File: config.mk
export PLATFORM = sky130hd
export DESIGN_NAME = gpio_port_pin_function_control
export DESIGN_NICKNAME = d
export VERILOG_FILES = /design/src/shared/gpio_port_pkg.sv /design/src/rtl/gpio_port_pin_function_control.sv
export VERILOG_INCLUDE_DIRS = /design/src /design/src/shared
export SDC_FILE = /design/constraint.sdc
export NUM_CORES = 1
export LEC_CHECK = 0
export BUFFER_PORTS_ARGS = -buffer_cell sky130_fd_sc_hd__buf_4
export CAP_MARGIN = 20
export CORE_ASPECT_RATIO = 1.5
export CORE_UTILIZATION = 39
export DETAILED_ROUTE_END_ITERATION = 16
export GPL_ROUTABILITY_DRIVEN = 0
export HOLD_SLACK_MARGIN = 0.12
export SETUP_SLACK_MARGIN = 0.4
export SYNTH_ARGS = -nofsm -noshare
export SYNTH_HDL_FRONTEND = slang
export SYNTH_SLANG_ARGS = --single-unit
File: constraint.sdc
create_clock -name hclk -period 3.4 [get_ports hclk]
set_input_delay 0.68 -clock hclk [delete_from_list [all_inputs] [get_ports hclk]]
set_output_delay 0.68 -clock hclk [all_outputs]
set_load 0.005 [all_outputs]
File: src/shared/gpio_port_map.svh
// Register offsets, field masks and reset values of the port control block
`ifndef GPIO_PORT_MAP_SVH
`define GPIO_PORT_MAP_SVH

`define PORTG_PIN_DATA_OFS        12'h000
`define PORTG_OUTPUT_ENABLE_OFS   12'h004
`define PORTG_FUNC_SEL_ONE_OFS    12'h008
`define PORTG_FUNC_SEL_TWO_OFS    12'h00C
`define PORTG_FUNC_SEL_THREE_OFS  12'h010
`define PORTG_OUTPUT_TYPE_OFS     12'h028
`define PORTG_PULLUP_ENABLE_OFS   12'h02C
`define PORTG_INPUT_ENABLE_OFS    12'h038

`define PORTF_TRACE_FUNC_SEL_OFS  12'h108
`define PORTF_OUTPUT_TYPE_OFS     12'h128
`define PORTF_PULLUP_ENABLE_OFS   12'h12C
`define PORTF_INPUT_ENABLE_OFS    12'h138

`define IRQ_STATUS_OFS            12'h200
`define IRQ_MASK_OFS              12'h204

`define PORTG_WIDTH               8
`define PORTF_WIDTH               5
`define IRQ_WIDTH                 2

`define PORTG_FULL_MASK           8'hFF
`define PORTG_FUNC_TWO_MASK       8'hF3
`define PORTG_FUNC_THREE_MASK     8'hCC
`define PORTF_FULL_MASK           5'h1F

`define PORTG_RESET               8'h00
`define PORTF_RESET               5'h00
`define IRQ_RESET                 2'h0

`define PORTG_INT6_PIN            3
`define PORTG_INT7_PIN            7

`endif

File: src/shared/gpio_port_pkg.sv
// Types shared by the port control block
`default_nettype none
package gpio_port_pkg;

  typedef enum logic [1:0] {
    BUS_IDLE,
    BUS_WRITE,
    BUS_READ_WAIT
  } bus_phase_type;

  typedef logic [7:0] portg_bits_type;
  typedef logic [4:0] portf_bits_type;

endpackage : gpio_port_pkg
`default_nettype wire

File: src/rtl/gpio_port_pin_function_control.sv
// Pin function, drive and interrupt gating for two ports behind AHB-Lite
`timescale 1ns/10ps
`default_nettype none
`include "gpio_port_map.svh"

module gpio_port_pin_function_control
  import gpio_port_pkg::*;
(
  input  wire logic        hclk,
  input  wire logic        hresetn,
  input  wire logic        hsel,
  input  wire logic [31:0] haddr,
  input  wire logic [1:0]  htrans,
  input  wire logic        hwrite,
  input  wire logic [2:0]  hsize,
  input  wire logic [31:0] hwdata,
  input  wire logic        hready,
  output logic             hreadyout,
  output logic             hresp,
  output logic [31:0]      hrdata,
  input  wire logic [7:0]  portg_pin_in,
  output logic [7:0]       portg_pin_out,
  output logic [7:0]       portg_pin_oe,
  output logic [7:0]       portg_pullup,
  output logic [7:0]       portg_open_drain,
  input  wire logic [7:0]  periph_one_out,
  input  wire logic [7:0]  periph_one_oe,
  input  wire logic [7:0]  periph_two_out,
  input  wire logic [7:0]  periph_two_oe,
  input  wire logic [7:0]  periph_three_out,
  input  wire logic [7:0]  periph_three_oe,
  output logic [7:0]       periph_pin_in,
  output logic [1:0]       ext_interrupt,
  input  wire logic        stop_mode,
  input  wire logic        standby_pin_drive_enable,
  input  wire logic [4:0]  portf_pin_in,
  output logic [4:0]       portf_pin_out,
  output logic [4:0]       portf_pin_oe,
  output logic [4:0]       portf_pullup,
  output logic [4:0]       portf_open_drain,
  output logic [4:0]       portf_input_gated,
  input  wire logic        trace_clock_out,
  input  wire logic [3:0]  trace_data,
  input  wire logic        serial_wire_viewer_out,
  input  wire logic        serial_wire_viewer_en,
  output logic             irq
);

  portg_bits_type portg_pin_data_reg;
  portg_bits_type portg_output_enable_reg;
  portg_bits_type portg_function_select_one_reg;
  portg_bits_type portg_function_select_two_reg;
  portg_bits_type portg_function_select_three_reg;
  portg_bits_type portg_output_type_reg;
  portg_bits_type portg_pullup_enable_reg;
  portg_bits_type portg_input_enable_reg;
  portf_bits_type portf_trace_function_select_reg;
  portf_bits_type portf_output_type_reg;
  portf_bits_type portf_pullup_enable_reg;
  portf_bits_type portf_input_enable_reg;
  logic [1:0]     irq_status_reg;
  logic [1:0]     irq_mask_reg;

  bus_phase_type  phase_reg;
  logic [11:0]    addr_reg;
  logic           take_req;
  logic [7:0]     g_meta_reg;
  logic [7:0]     g_sync_reg;
  logic [4:0]     f_meta_reg;
  logic [4:0]     f_sync_reg;
  logic [1:0]     ext_int_prev_reg;
  logic [1:0]     ext_int_next;
  logic [1:0]     irq_status_next;
  logic [7:0]     g_out_next;
  logic [7:0]     g_oe_next;
  logic           drive_hold;
  logic [1:0]     irq_mask_next;

  assign take_req = hsel & hready & htrans[1];

  // Read decode, shared by the read data path
  function automatic logic [31:0] read_mux(input logic [11:0] a);
    logic [31:0] v;
    v = 32'h0000_0000;
    if (a == `PORTG_PIN_DATA_OFS) begin
      v[7:0] = g_sync_reg & portg_input_enable_reg;
    end else if (a == `PORTG_OUTPUT_ENABLE_OFS) begin
      v[7:0] = portg_output_enable_reg;
    end else if (a == `PORTG_FUNC_SEL_ONE_OFS) begin
      v[7:0] = portg_function_select_one_reg;
    end else if (a == `PORTG_FUNC_SEL_TWO_OFS) begin
      v[7:0] = portg_function_select_two_reg;
    end else if (a == `PORTG_FUNC_SEL_THREE_OFS) begin
      v[7:0] = portg_function_select_three_reg;
    end else if (a == `PORTG_OUTPUT_TYPE_OFS) begin
      v[7:0] = portg_output_type_reg;
    end else if (a == `PORTG_PULLUP_ENABLE_OFS) begin
      v[7:0] = portg_pullup_enable_reg;
    end else if (a == `PORTG_INPUT_ENABLE_OFS) begin
      v[7:0] = portg_input_enable_reg;
    end else if (a == `PORTF_TRACE_FUNC_SEL_OFS) begin
      v[4:0] = portf_trace_function_select_reg;
    end else if (a == `PORTF_OUTPUT_TYPE_OFS) begin
      v[4:0] = portf_output_type_reg;
    end else if (a == `PORTF_PULLUP_ENABLE_OFS) begin
      v[4:0] = portf_pullup_enable_reg;
    end else if (a == `PORTF_INPUT_ENABLE_OFS) begin
      v[4:0] = portf_input_enable_reg;
    end else if (a == `IRQ_STATUS_OFS) begin
      v[1:0] = irq_status_reg;
    end else if (a == `IRQ_MASK_OFS) begin
      v[1:0] = irq_mask_reg;
    end
    return v;
  endfunction : read_mux

  // Bus phase tracking; reads take one wait state so that a write
  // just before them has landed when the data is sampled
  always_ff @(posedge hclk or negedge hresetn) begin
    if (!hresetn) begin
      phase_reg <= BUS_IDLE;
      addr_reg  <= 12'h000;
      hreadyout <= 1'b1;
      hresp     <= 1'b0;
      hrdata    <= 32'h0000_0000;
    end else begin
      hresp <= 1'b0;
      case (phase_reg)
        BUS_READ_WAIT: begin
          hrdata    <= read_mux(addr_reg);
          hreadyout <= 1'b1;
          phase_reg <= BUS_IDLE;
        end
        default: begin
          if (take_req) begin
            addr_reg  <= haddr[11:0];
            phase_reg <= hwrite ? BUS_WRITE : BUS_READ_WAIT;
            hreadyout <= hwrite;
          end else begin
            phase_reg <= BUS_IDLE;
          end
        end
      endcase
    end
  end

  // Register writes in the data phase
  always_ff @(posedge hclk or negedge hresetn) begin
    if (!hresetn) begin
      portg_pin_data_reg              <= `PORTG_RESET;
      portg_output_enable_reg         <= `PORTG_RESET;
      portg_function_select_one_reg   <= `PORTG_RESET;
      portg_function_select_two_reg   <= `PORTG_RESET;
      portg_function_select_three_reg <= `PORTG_RESET;
      portg_output_type_reg           <= `PORTG_RESET;
      portg_pullup_enable_reg         <= `PORTG_RESET;
      portg_input_enable_reg          <= `PORTG_RESET;
      portf_trace_function_select_reg <= `PORTF_RESET;
      portf_output_type_reg           <= `PORTF_RESET;
      portf_pullup_enable_reg         <= `PORTF_RESET;
      portf_input_enable_reg          <= `PORTF_RESET;
      irq_mask_reg                    <= `IRQ_RESET;
    end else if (phase_reg == BUS_WRITE) begin
      if (addr_reg == `PORTG_PIN_DATA_OFS) begin
        portg_pin_data_reg <= hwdata[7:0];
      end else if (addr_reg == `PORTG_OUTPUT_ENABLE_OFS) begin
        portg_output_enable_reg <= hwdata[7:0];
      end else if (addr_reg == `PORTG_FUNC_SEL_ONE_OFS) begin
        portg_function_select_one_reg <= hwdata[7:0];
      end else if (addr_reg == `PORTG_FUNC_SEL_TWO_OFS) begin
        portg_function_select_two_reg <= hwdata[7:0] & `PORTG_FUNC_TWO_MASK;
      end else if (addr_reg == `PORTG_FUNC_SEL_THREE_OFS) begin
        portg_function_select_three_reg <=
          hwdata[7:0] & `PORTG_FUNC_THREE_MASK;
      end else if (addr_reg == `PORTG_OUTPUT_TYPE_OFS) begin
        portg_output_type_reg <= hwdata[7:0];
      end else if (addr_reg == `PORTG_PULLUP_ENABLE_OFS) begin
        portg_pullup_enable_reg <= hwdata[7:0];
      end else if (addr_reg == `PORTG_INPUT_ENABLE_OFS) begin
        portg_input_enable_reg <= hwdata[7:0];
      end else if (addr_reg == `PORTF_TRACE_FUNC_SEL_OFS) begin
        portf_trace_function_select_reg <= hwdata[4:0];
      end else if (addr_reg == `PORTF_OUTPUT_TYPE_OFS) begin
        portf_output_type_reg <= hwdata[4:0];
      end else if (addr_reg == `PORTF_PULLUP_ENABLE_OFS) begin
        portf_pullup_enable_reg <= hwdata[4:0];
      end else if (addr_reg == `PORTF_INPUT_ENABLE_OFS) begin
        portf_input_enable_reg <= hwdata[4:0];
      end else if (addr_reg == `IRQ_MASK_OFS) begin
        irq_mask_reg <= hwdata[1:0];
      end
    end
  end

  // Pin synchronisers
  always_ff @(posedge hclk or negedge hresetn) begin
    if (!hresetn) begin
      g_meta_reg <= 8'h00;
      g_sync_reg <= 8'h00;
      f_meta_reg <= 5'h00;
      f_sync_reg <= 5'h00;
    end else begin
      g_meta_reg <= portg_pin_in;
      g_sync_reg <= g_meta_reg;
      f_meta_reg <= portf_pin_in;
      f_sync_reg <= f_meta_reg;
    end
  end

  // Pins stop driving in stop mode unless standby drive is kept
  assign drive_hold = stop_mode & ~standby_pin_drive_enable;

  genvar gi;
  generate
    for (gi = 0; gi < `PORTG_WIDTH; gi = gi + 1) begin : g_pin
      always_comb begin
        if (portg_function_select_one_reg[gi]) begin
          g_out_next[gi] = periph_one_out[gi];
          g_oe_next[gi]  = periph_one_oe[gi];
        end else if (portg_function_select_two_reg[gi]) begin
          g_out_next[gi] = periph_two_out[gi];
          g_oe_next[gi]  = periph_two_oe[gi];
        end else if (portg_function_select_three_reg[gi]) begin
          g_out_next[gi] = periph_three_out[gi];
          g_oe_next[gi]  = periph_three_oe[gi];
        end else begin
          g_out_next[gi] = portg_pin_data_reg[gi];
          g_oe_next[gi]  = portg_output_enable_reg[gi];
        end
        if (portg_output_type_reg[gi]) begin
          g_oe_next[gi]  = g_oe_next[gi] & ~g_out_next[gi];
          g_out_next[gi] = 1'b0;
        end
        if (drive_hold) begin
          g_oe_next[gi] = 1'b0;
        end
      end
    end
  endgenerate

  // External interrupt gating for the two interrupt pins
  always_comb begin
    if (stop_mode) begin
      ext_int_next[0] = g_sync_reg[`PORTG_INT6_PIN]
        & portg_input_enable_reg[`PORTG_INT6_PIN]
        & portg_function_select_one_reg[`PORTG_INT6_PIN];
      ext_int_next[1] = g_sync_reg[`PORTG_INT7_PIN]
        & portg_input_enable_reg[`PORTG_INT7_PIN]
        & portg_function_select_one_reg[`PORTG_INT7_PIN];
    end else begin
      ext_int_next[0] = g_sync_reg[`PORTG_INT6_PIN]
        & portg_input_enable_reg[`PORTG_INT6_PIN];
      ext_int_next[1] = g_sync_reg[`PORTG_INT7_PIN]
        & portg_input_enable_reg[`PORTG_INT7_PIN];
    end
  end

  // Mask as it stands after this edge, so irq never lags a mask write
  assign irq_mask_next = (phase_reg == BUS_WRITE && addr_reg == `IRQ_MASK_OFS)
    ? hwdata[1:0] : irq_mask_reg;

  // Sticky rising-edge status, write one to clear, set wins
  always_comb begin
    irq_status_next = irq_status_reg;
    if (phase_reg == BUS_WRITE && addr_reg == `IRQ_STATUS_OFS) begin
      irq_status_next = irq_status_next & ~hwdata[1:0];
    end
    irq_status_next = irq_status_next | (ext_int_next & ~ext_int_prev_reg);
  end

  always_ff @(posedge hclk or negedge hresetn) begin
    if (!hresetn) begin
      irq_status_reg   <= `IRQ_RESET;
      ext_int_prev_reg <= `IRQ_RESET;
      ext_interrupt    <= `IRQ_RESET;
      irq              <= 1'b0;
    end else begin
      irq_status_reg   <= irq_status_next;
      ext_int_prev_reg <= ext_int_next;
      ext_interrupt    <= ext_int_next;
      irq              <= |(irq_status_next & irq_mask_next);
    end
  end

  // Registered pin outputs
  always_ff @(posedge hclk or negedge hresetn) begin
    if (!hresetn) begin
      portg_pin_out     <= 8'h00;
      portg_pin_oe      <= 8'h00;
      portg_pullup      <= 8'h00;
      portg_open_drain  <= 8'h00;
      periph_pin_in     <= 8'h00;
      portf_pin_out     <= 5'h00;
      portf_pin_oe      <= 5'h00;
      portf_pullup      <= 5'h00;
      portf_open_drain  <= 5'h00;
      portf_input_gated <= 5'h00;
    end else begin
      portg_pin_out    <= g_out_next;
      portg_pin_oe     <= g_oe_next;
      portg_pullup     <= portg_pullup_enable_reg;
      portg_open_drain <= portg_output_type_reg;
      periph_pin_in    <= g_sync_reg & portg_input_enable_reg;
      portf_pin_out <= portf_trace_function_select_reg &
        {trace_data[3:2], trace_data[1] , trace_data[0] |
         (serial_wire_viewer_en & serial_wire_viewer_out), trace_clock_out};
      portf_pin_oe  <= drive_hold ? 5'h00 : portf_trace_function_select_reg;
      portf_pullup      <= portf_pullup_enable_reg;
      portf_open_drain  <= portf_output_type_reg;
      portf_input_gated <= f_sync_reg & portf_input_enable_reg;
    end
  end
endmodule : gpio_port_pin_function_control
`default_nettype wire

-- Word level (Yosys, flattened, before mapping)
Index checks and enable logic that the tools add are counted.
- memories: 0
- register bits: 199
- input port bits: 144
- memory bits (read-only): 0
- memory bits (writable): 0
- output and inout bits: 102
- latch bits: 0
- logic and storage cells: 201
- bitwise operators: 48
- shift operators: 0
- muxes and demuxes: 85
- reductions and logical operators: 19
- div/mod/pow operators: 0
- $add $sub $neg: 0
- eq/ne operators: 15
- multipliers: 0
- magnitude comparators: 0
- operator list (cell ; number):
    1-bit two-way mux ; 62
    8-bit two-way mux ; 7
    12-bit by 9-bit equality test with 1-bit output, second input constant ; 4
    12-bit by 6-bit equality test with 1-bit output, second input constant ; 3
    5-bit two-way mux ; 5
    12-bit by 10-bit equality test with 1-bit output, second input constant ; 2
    12-bit by 4-bit equality test with 1-bit output, second input constant ; 2
    1-bit inverter ; 22
    2-bit two-way mux ; 9
    1-bit AND ; 16
    14-bit AND reduction ; 1
    13-bit AND reduction ; 1
    12-bit by 3-bit equality test with 1-bit output, second input constant ; 1
    12-bit by 5-bit equality test with 1-bit output, second input constant ; 1
    12-bit zero test ; 1
    12-bit AND reduction ; 1
    11-bit AND reduction ; 1
    5-bit AND ; 2
    10-bit AND reduction ; 1
    9-bit AND reduction ; 1
    8-bit AND ; 1
    8-bit AND reduction ; 1
    7-bit AND reduction ; 1
    2-bit AND ; 3
    other kinds (14) ; 18

-- Depth between registers and ports, before layout
- depth after elaboration: 15
- mapped depth: 8
- mapped depth without buffers: 6

-- Least setup slack after synthesis
OpenSTA, ideal clock, no wires.
- path type: reg-to-reg
- from: reg addr_reg[11]
- to: reg portg_pullup_enable_reg[4]
- setup slack: 1297 ps
- path buffers: 1
- data arrival time: 1978 ps
- cell stages (with the launch flop): 7
- setup time: 125 ps
- clock period less this slack: 2103 ps
- cell sequence: dfrtp_1 > or4_1 > buf_2 > nor2_4 > nand3_1 > nor2_4 > mux2_2
- cells in the longest elaborated chain, start to end: 3
- ends and longest elaborated chain (what ; RTL line ; source):
    start, declared ; gpio_port_pin_function_control.sv:65 ; logic [11:0] addr_reg;
    start signal, assigned ; gpio_port_pin_function_control.sv:136 ; addr_reg <= haddr[11:0];
    12-bit by 6-bit equality test with 1-bit output (no source line) (tied with other cells) ; n/a ;
    1-bit inverter (no source line) ; n/a ;
    8-bit AND reduction (no source line) (*) ; n/a ;
    end signal, assigned ; gpio_port_pin_function_control.sv:156 ; portg_pullup_enable_reg <= `PORTG_RESET;
    end signal, assigned ; gpio_port_pin_function_control.sv:178 ; portg_pullup_enable_reg <= hwdata[7:0];
    end, declared ; gpio_port_pin_function_control.sv:55 ; portg_bits_type portg_pullup_enable_reg;
Mark *: on every way between the ends. The rest lies on a longest branch, timed or not.
A chain may end at the register's enable or synchronous reset.

-- Worst setup path after layout
- from: reg addr_reg[11]
- to: reg portg_pullup_enable_reg[5]
Same word-level chain as after synthesis.

==> results by group <==
Yosys
  • Register area share after synthesis: 0.589
  • Post-synth cell types: 60
  • Post-synth EDFFs: 0
  • Synth Cell Area: about 0.0085 sq mm
  • Synth warn: 0
  • Ys flop type: dfrtp_1
  • Post-Syn Area per Cell: approximately 12 sq um
  • Synth Register Bits: 199
  • Synthesized netlist cell count: slightly below 700
  • Ys async rst share: 1.00

CTS
  • CTS H-tree lvls: 4
  • Clk Latency, worst-skew pair: ~0.44 ns
  • TritonCTS buffer count: 17
  • Clk sinks: 199
  • CTS tree: done
  • CTS clock-pin slew for the worst setup and hold paths: 0.07 ns
  • Post-CTS Setup Repair Bufs: 0
  • Root buf cell: clkbuf_16
  • PostCTS Resize Cnt: 0
  • Max Root-Sink Buffers: 2
  • Cts hold-fix bufs: 0

Power
  • Clk pwr share: 0.374
  • PD cells: slightly above 500 mW/mm^2
  • Worst ir drop on vdd: around 0.31 mV
  • Leakage: 4.82 nW
  • Gate power share: 0.128
  • Switching Fraction: 0.268
  • Net Switching: between 1 and 1.5 mW
  • Pint: between 3 and 4 mW
  • Sequential share of power: 0.497

STA
  • Worst-Margin Slew: 0.712 ns
  • Crit path time final: approximately 2.6 ns
  • RSZ-0062 raised after global routing: false
  • Fin crit share: 0.779
  • Hold Fails Final Rpt: 0
  • Final setup violation count: 0
  • Fmax: 0.378 GHz
  • Max Slew Vio Count: 0
  • Max transition margin: 0.524
  • TNS Setup: 0 ns
  • Clock skew: about 0.0085 ns
  • Worst setup margin: 0.751 ns

Worst setup path
  • Worst EP arrival: 2.97 ns
  • Critical Path Fanout Max: 10
  • Crit Path Class: reg -> reg
  • Crit. End Element: flop
  • CP required: approximately 3.7 ns
  • CP startpoint kind: flop

Detailed routing
  • Via count: between 5000 and 6000
  • Drt pass-1 iters: 4
  • Vias per cell: between 5 and 6
  • DRC: 0
  • Total wire length: ~22 mm
  • Drt first-iter violations: about 320
  • Post-DRT Antenna Nets: 0
  • WL/cell: about 19 microns

Layout
  • Max reg flops: 12
  • Final nets: approximately 1000
  • Commonest non-fill, non-tap cell in the layout: dfrtp_1
  • Final Util: 0.498
  • Commonest non-fill, non-tap cells in the layout: dfrtp_1, buf_4, mux2_2, o21ai_0, nand2_1
  • P&R area growth vs syn: 24.4%
  • Final Cell Area: approximately 0.011 sq mm
  • Share of post-route cells with drive strength above 1: 0.375
  • Antenna Cells: 0
  • Post-Layout Cell Count: around 1100

Global routing
  • Largest net degree at the start of global routing: between 60 and 70
  • Antenna violations before repair: 0
  • Gr ovfl total: 0
  • Vias in the first global route: between 5000 and 6000
  • Gr usage total: 0.205
  • First-pass GRT wire length: 33.5 mm

Outcome
  • Outcome: complete, no violations

Floorplan
  • Top Ports: around 250
  • Die area: ~0.022 sq mm
  • Die Ht: ~180 microns
  • Width of the die: 122 microns
  • Core region area: 0.0211 sq mm
  • Std-Cell Rows: 65
  • Initial Utilization: 0.400

Placement
  • Dpl ws: around 0.76 ns
  • Area post-placement: about 0.01 sq mm
  • Placed Instances: roughly 1100
  • # port buffers: between 150 and 200
  • Post-DP HPWL: about 16 mm

Job
  • Max-cap violations: 0

Hold path
  • Tightest Hold Check Type: in -> async
[cell usage after synthesis, types with 3 or more instances]
cell type | number | share of area
nand3b_1 | 3 | 0.0027
nor3b_1 | 4 | 0.0035
nand2_1 | 34 | 0.015
o22ai_1 | 7 | 0.0052
dfrtp_1 | 198 | 0.59
clkbuf_1 | 15 | 0.0067
and2_1 | 18 | 0.013
or2_2 | 4 | 0.0030
nor2b_1 | 23 | 0.017
nand3_1 | 9 | 0.0053
nor2_1 | 33 | 0.015
a221oi_1 | 4 | 0.0041
nand3_2 | 3 | 0.0035
o31ai_1 | 7 | 0.0062
nand4_1 | 4 | 0.0030
buf_1 | 4 | 0.0018
a22oi_1 | 3 | 0.0027
buf_2 | 7 | 0.0041
a211oi_1 | 11 | 0.0098
o32ai_1 | 3 | 0.0031
nor3_1 | 10 | 0.0059
nor3_4 | 3 | 0.0058
inv_1 | 10 | 0.0044
mux2_2 | 94 | 0.13
nand2b_1 | 7 | 0.0052
mux2i_1 | 22 | 0.026
a31oi_1 | 5 | 0.0037
a21oi_1 | 33 | 0.020
o22a_1 | 4 | 0.0041
buf_4 | 25 | 0.022
nor4_1 | 3 | 0.0022
o21ai_0 | 36 | 0.021
[layer usage]
layer	GRT usage	wire (microns)	part of all wire	vias to the layer above
li1	-	-	-	2733
met1	0.237	8440	0.39	2989
met2	0.370	12000	0.55	163
met3	0.0381	951	0.044	26
met4	0.0756	414	0.019	0
met5	0	0	0	-
[kinds of logic after synthesis]
kind of cell | count (synthesis) | share of synthesized area
other | 1 | 0.000443
buffers and inverters | 62 | 0.0405
DFF | 199 | 0.589
and+or+nand+nor | 180 | 0.125
AOI/OAI and AO/OA | 124 | 0.0915
xor gates and xnor gates | 1 | 0.00104
muxes | 117 | 0.153
[critical path: stages, from the launching register on]
cell	delay [ns]
dfrtp_1	0.43
or4_1	0.85
nor2_4	0.26
nand3_1	0.22
nor2_4	0.38
mux2_2	0.39
[worst paths after layout]
check	startpoint	end	slack, ns	cells after the start
worst min register to register	g_meta_reg[2]$_DFF_PN0_	g_sync_reg[2]$_DFF_PN0_	0.35	0
min in group hclk	portf_pin_in[4]	f_meta_reg[4]$_DFF_PN0_	0.35	1
worst min-delay path	hresetn	portg_pin_oe[3]$_DFF_PN0_	0.23	1
max in group asynchronous	hresetn	hreadyout$_DFFE_PN1P_	2.35	2
worst max-delay path	addr_reg[11]$_DFFE_PN0P_	portg_pullup_enable_reg[5]$_DFFE_PN0P_	0.75	5
worst max register to register	addr_reg[11]$_DFFE_PN0P_	portg_pullup_enable_reg[5]$_DFFE_PN0P_	0.75	5
[power by group through the flow]
stage	registers, mW	logic [mW]	clock network [mW]
2_1_floorplan	2.63	0.398	0
3_3_place_gp	2.68	0.682	0
3_5_place_dp	2.69	0.689	0
4_1_cts	2.64	0.691	2.05
5_1_grt	2.66	0.748	2.15
6_report	2.64	0.682	1.99
[per-stage QoR]
step	hold WS, ns	power, mW
finish	0.230	5.32
global route	0.263	5.56
CTS	0.255	5.38
detailed placement	0.335	3.38
global placement	0.332	3.37
floorplan	0.331	3.03
[final cells by class]
cell class                      count  area [sq um]
Tap cell                          268           335
Clock inverter                     12           130
Inverter                           10          37.5
Clock buffer                       20           447
Timing Repair Buffer              178          1370
Multi-Input combinational cell    447          3230
Sequential cell                   199          4980
Fill cell                        1932         10600
(Power assumes the default switching activity.)
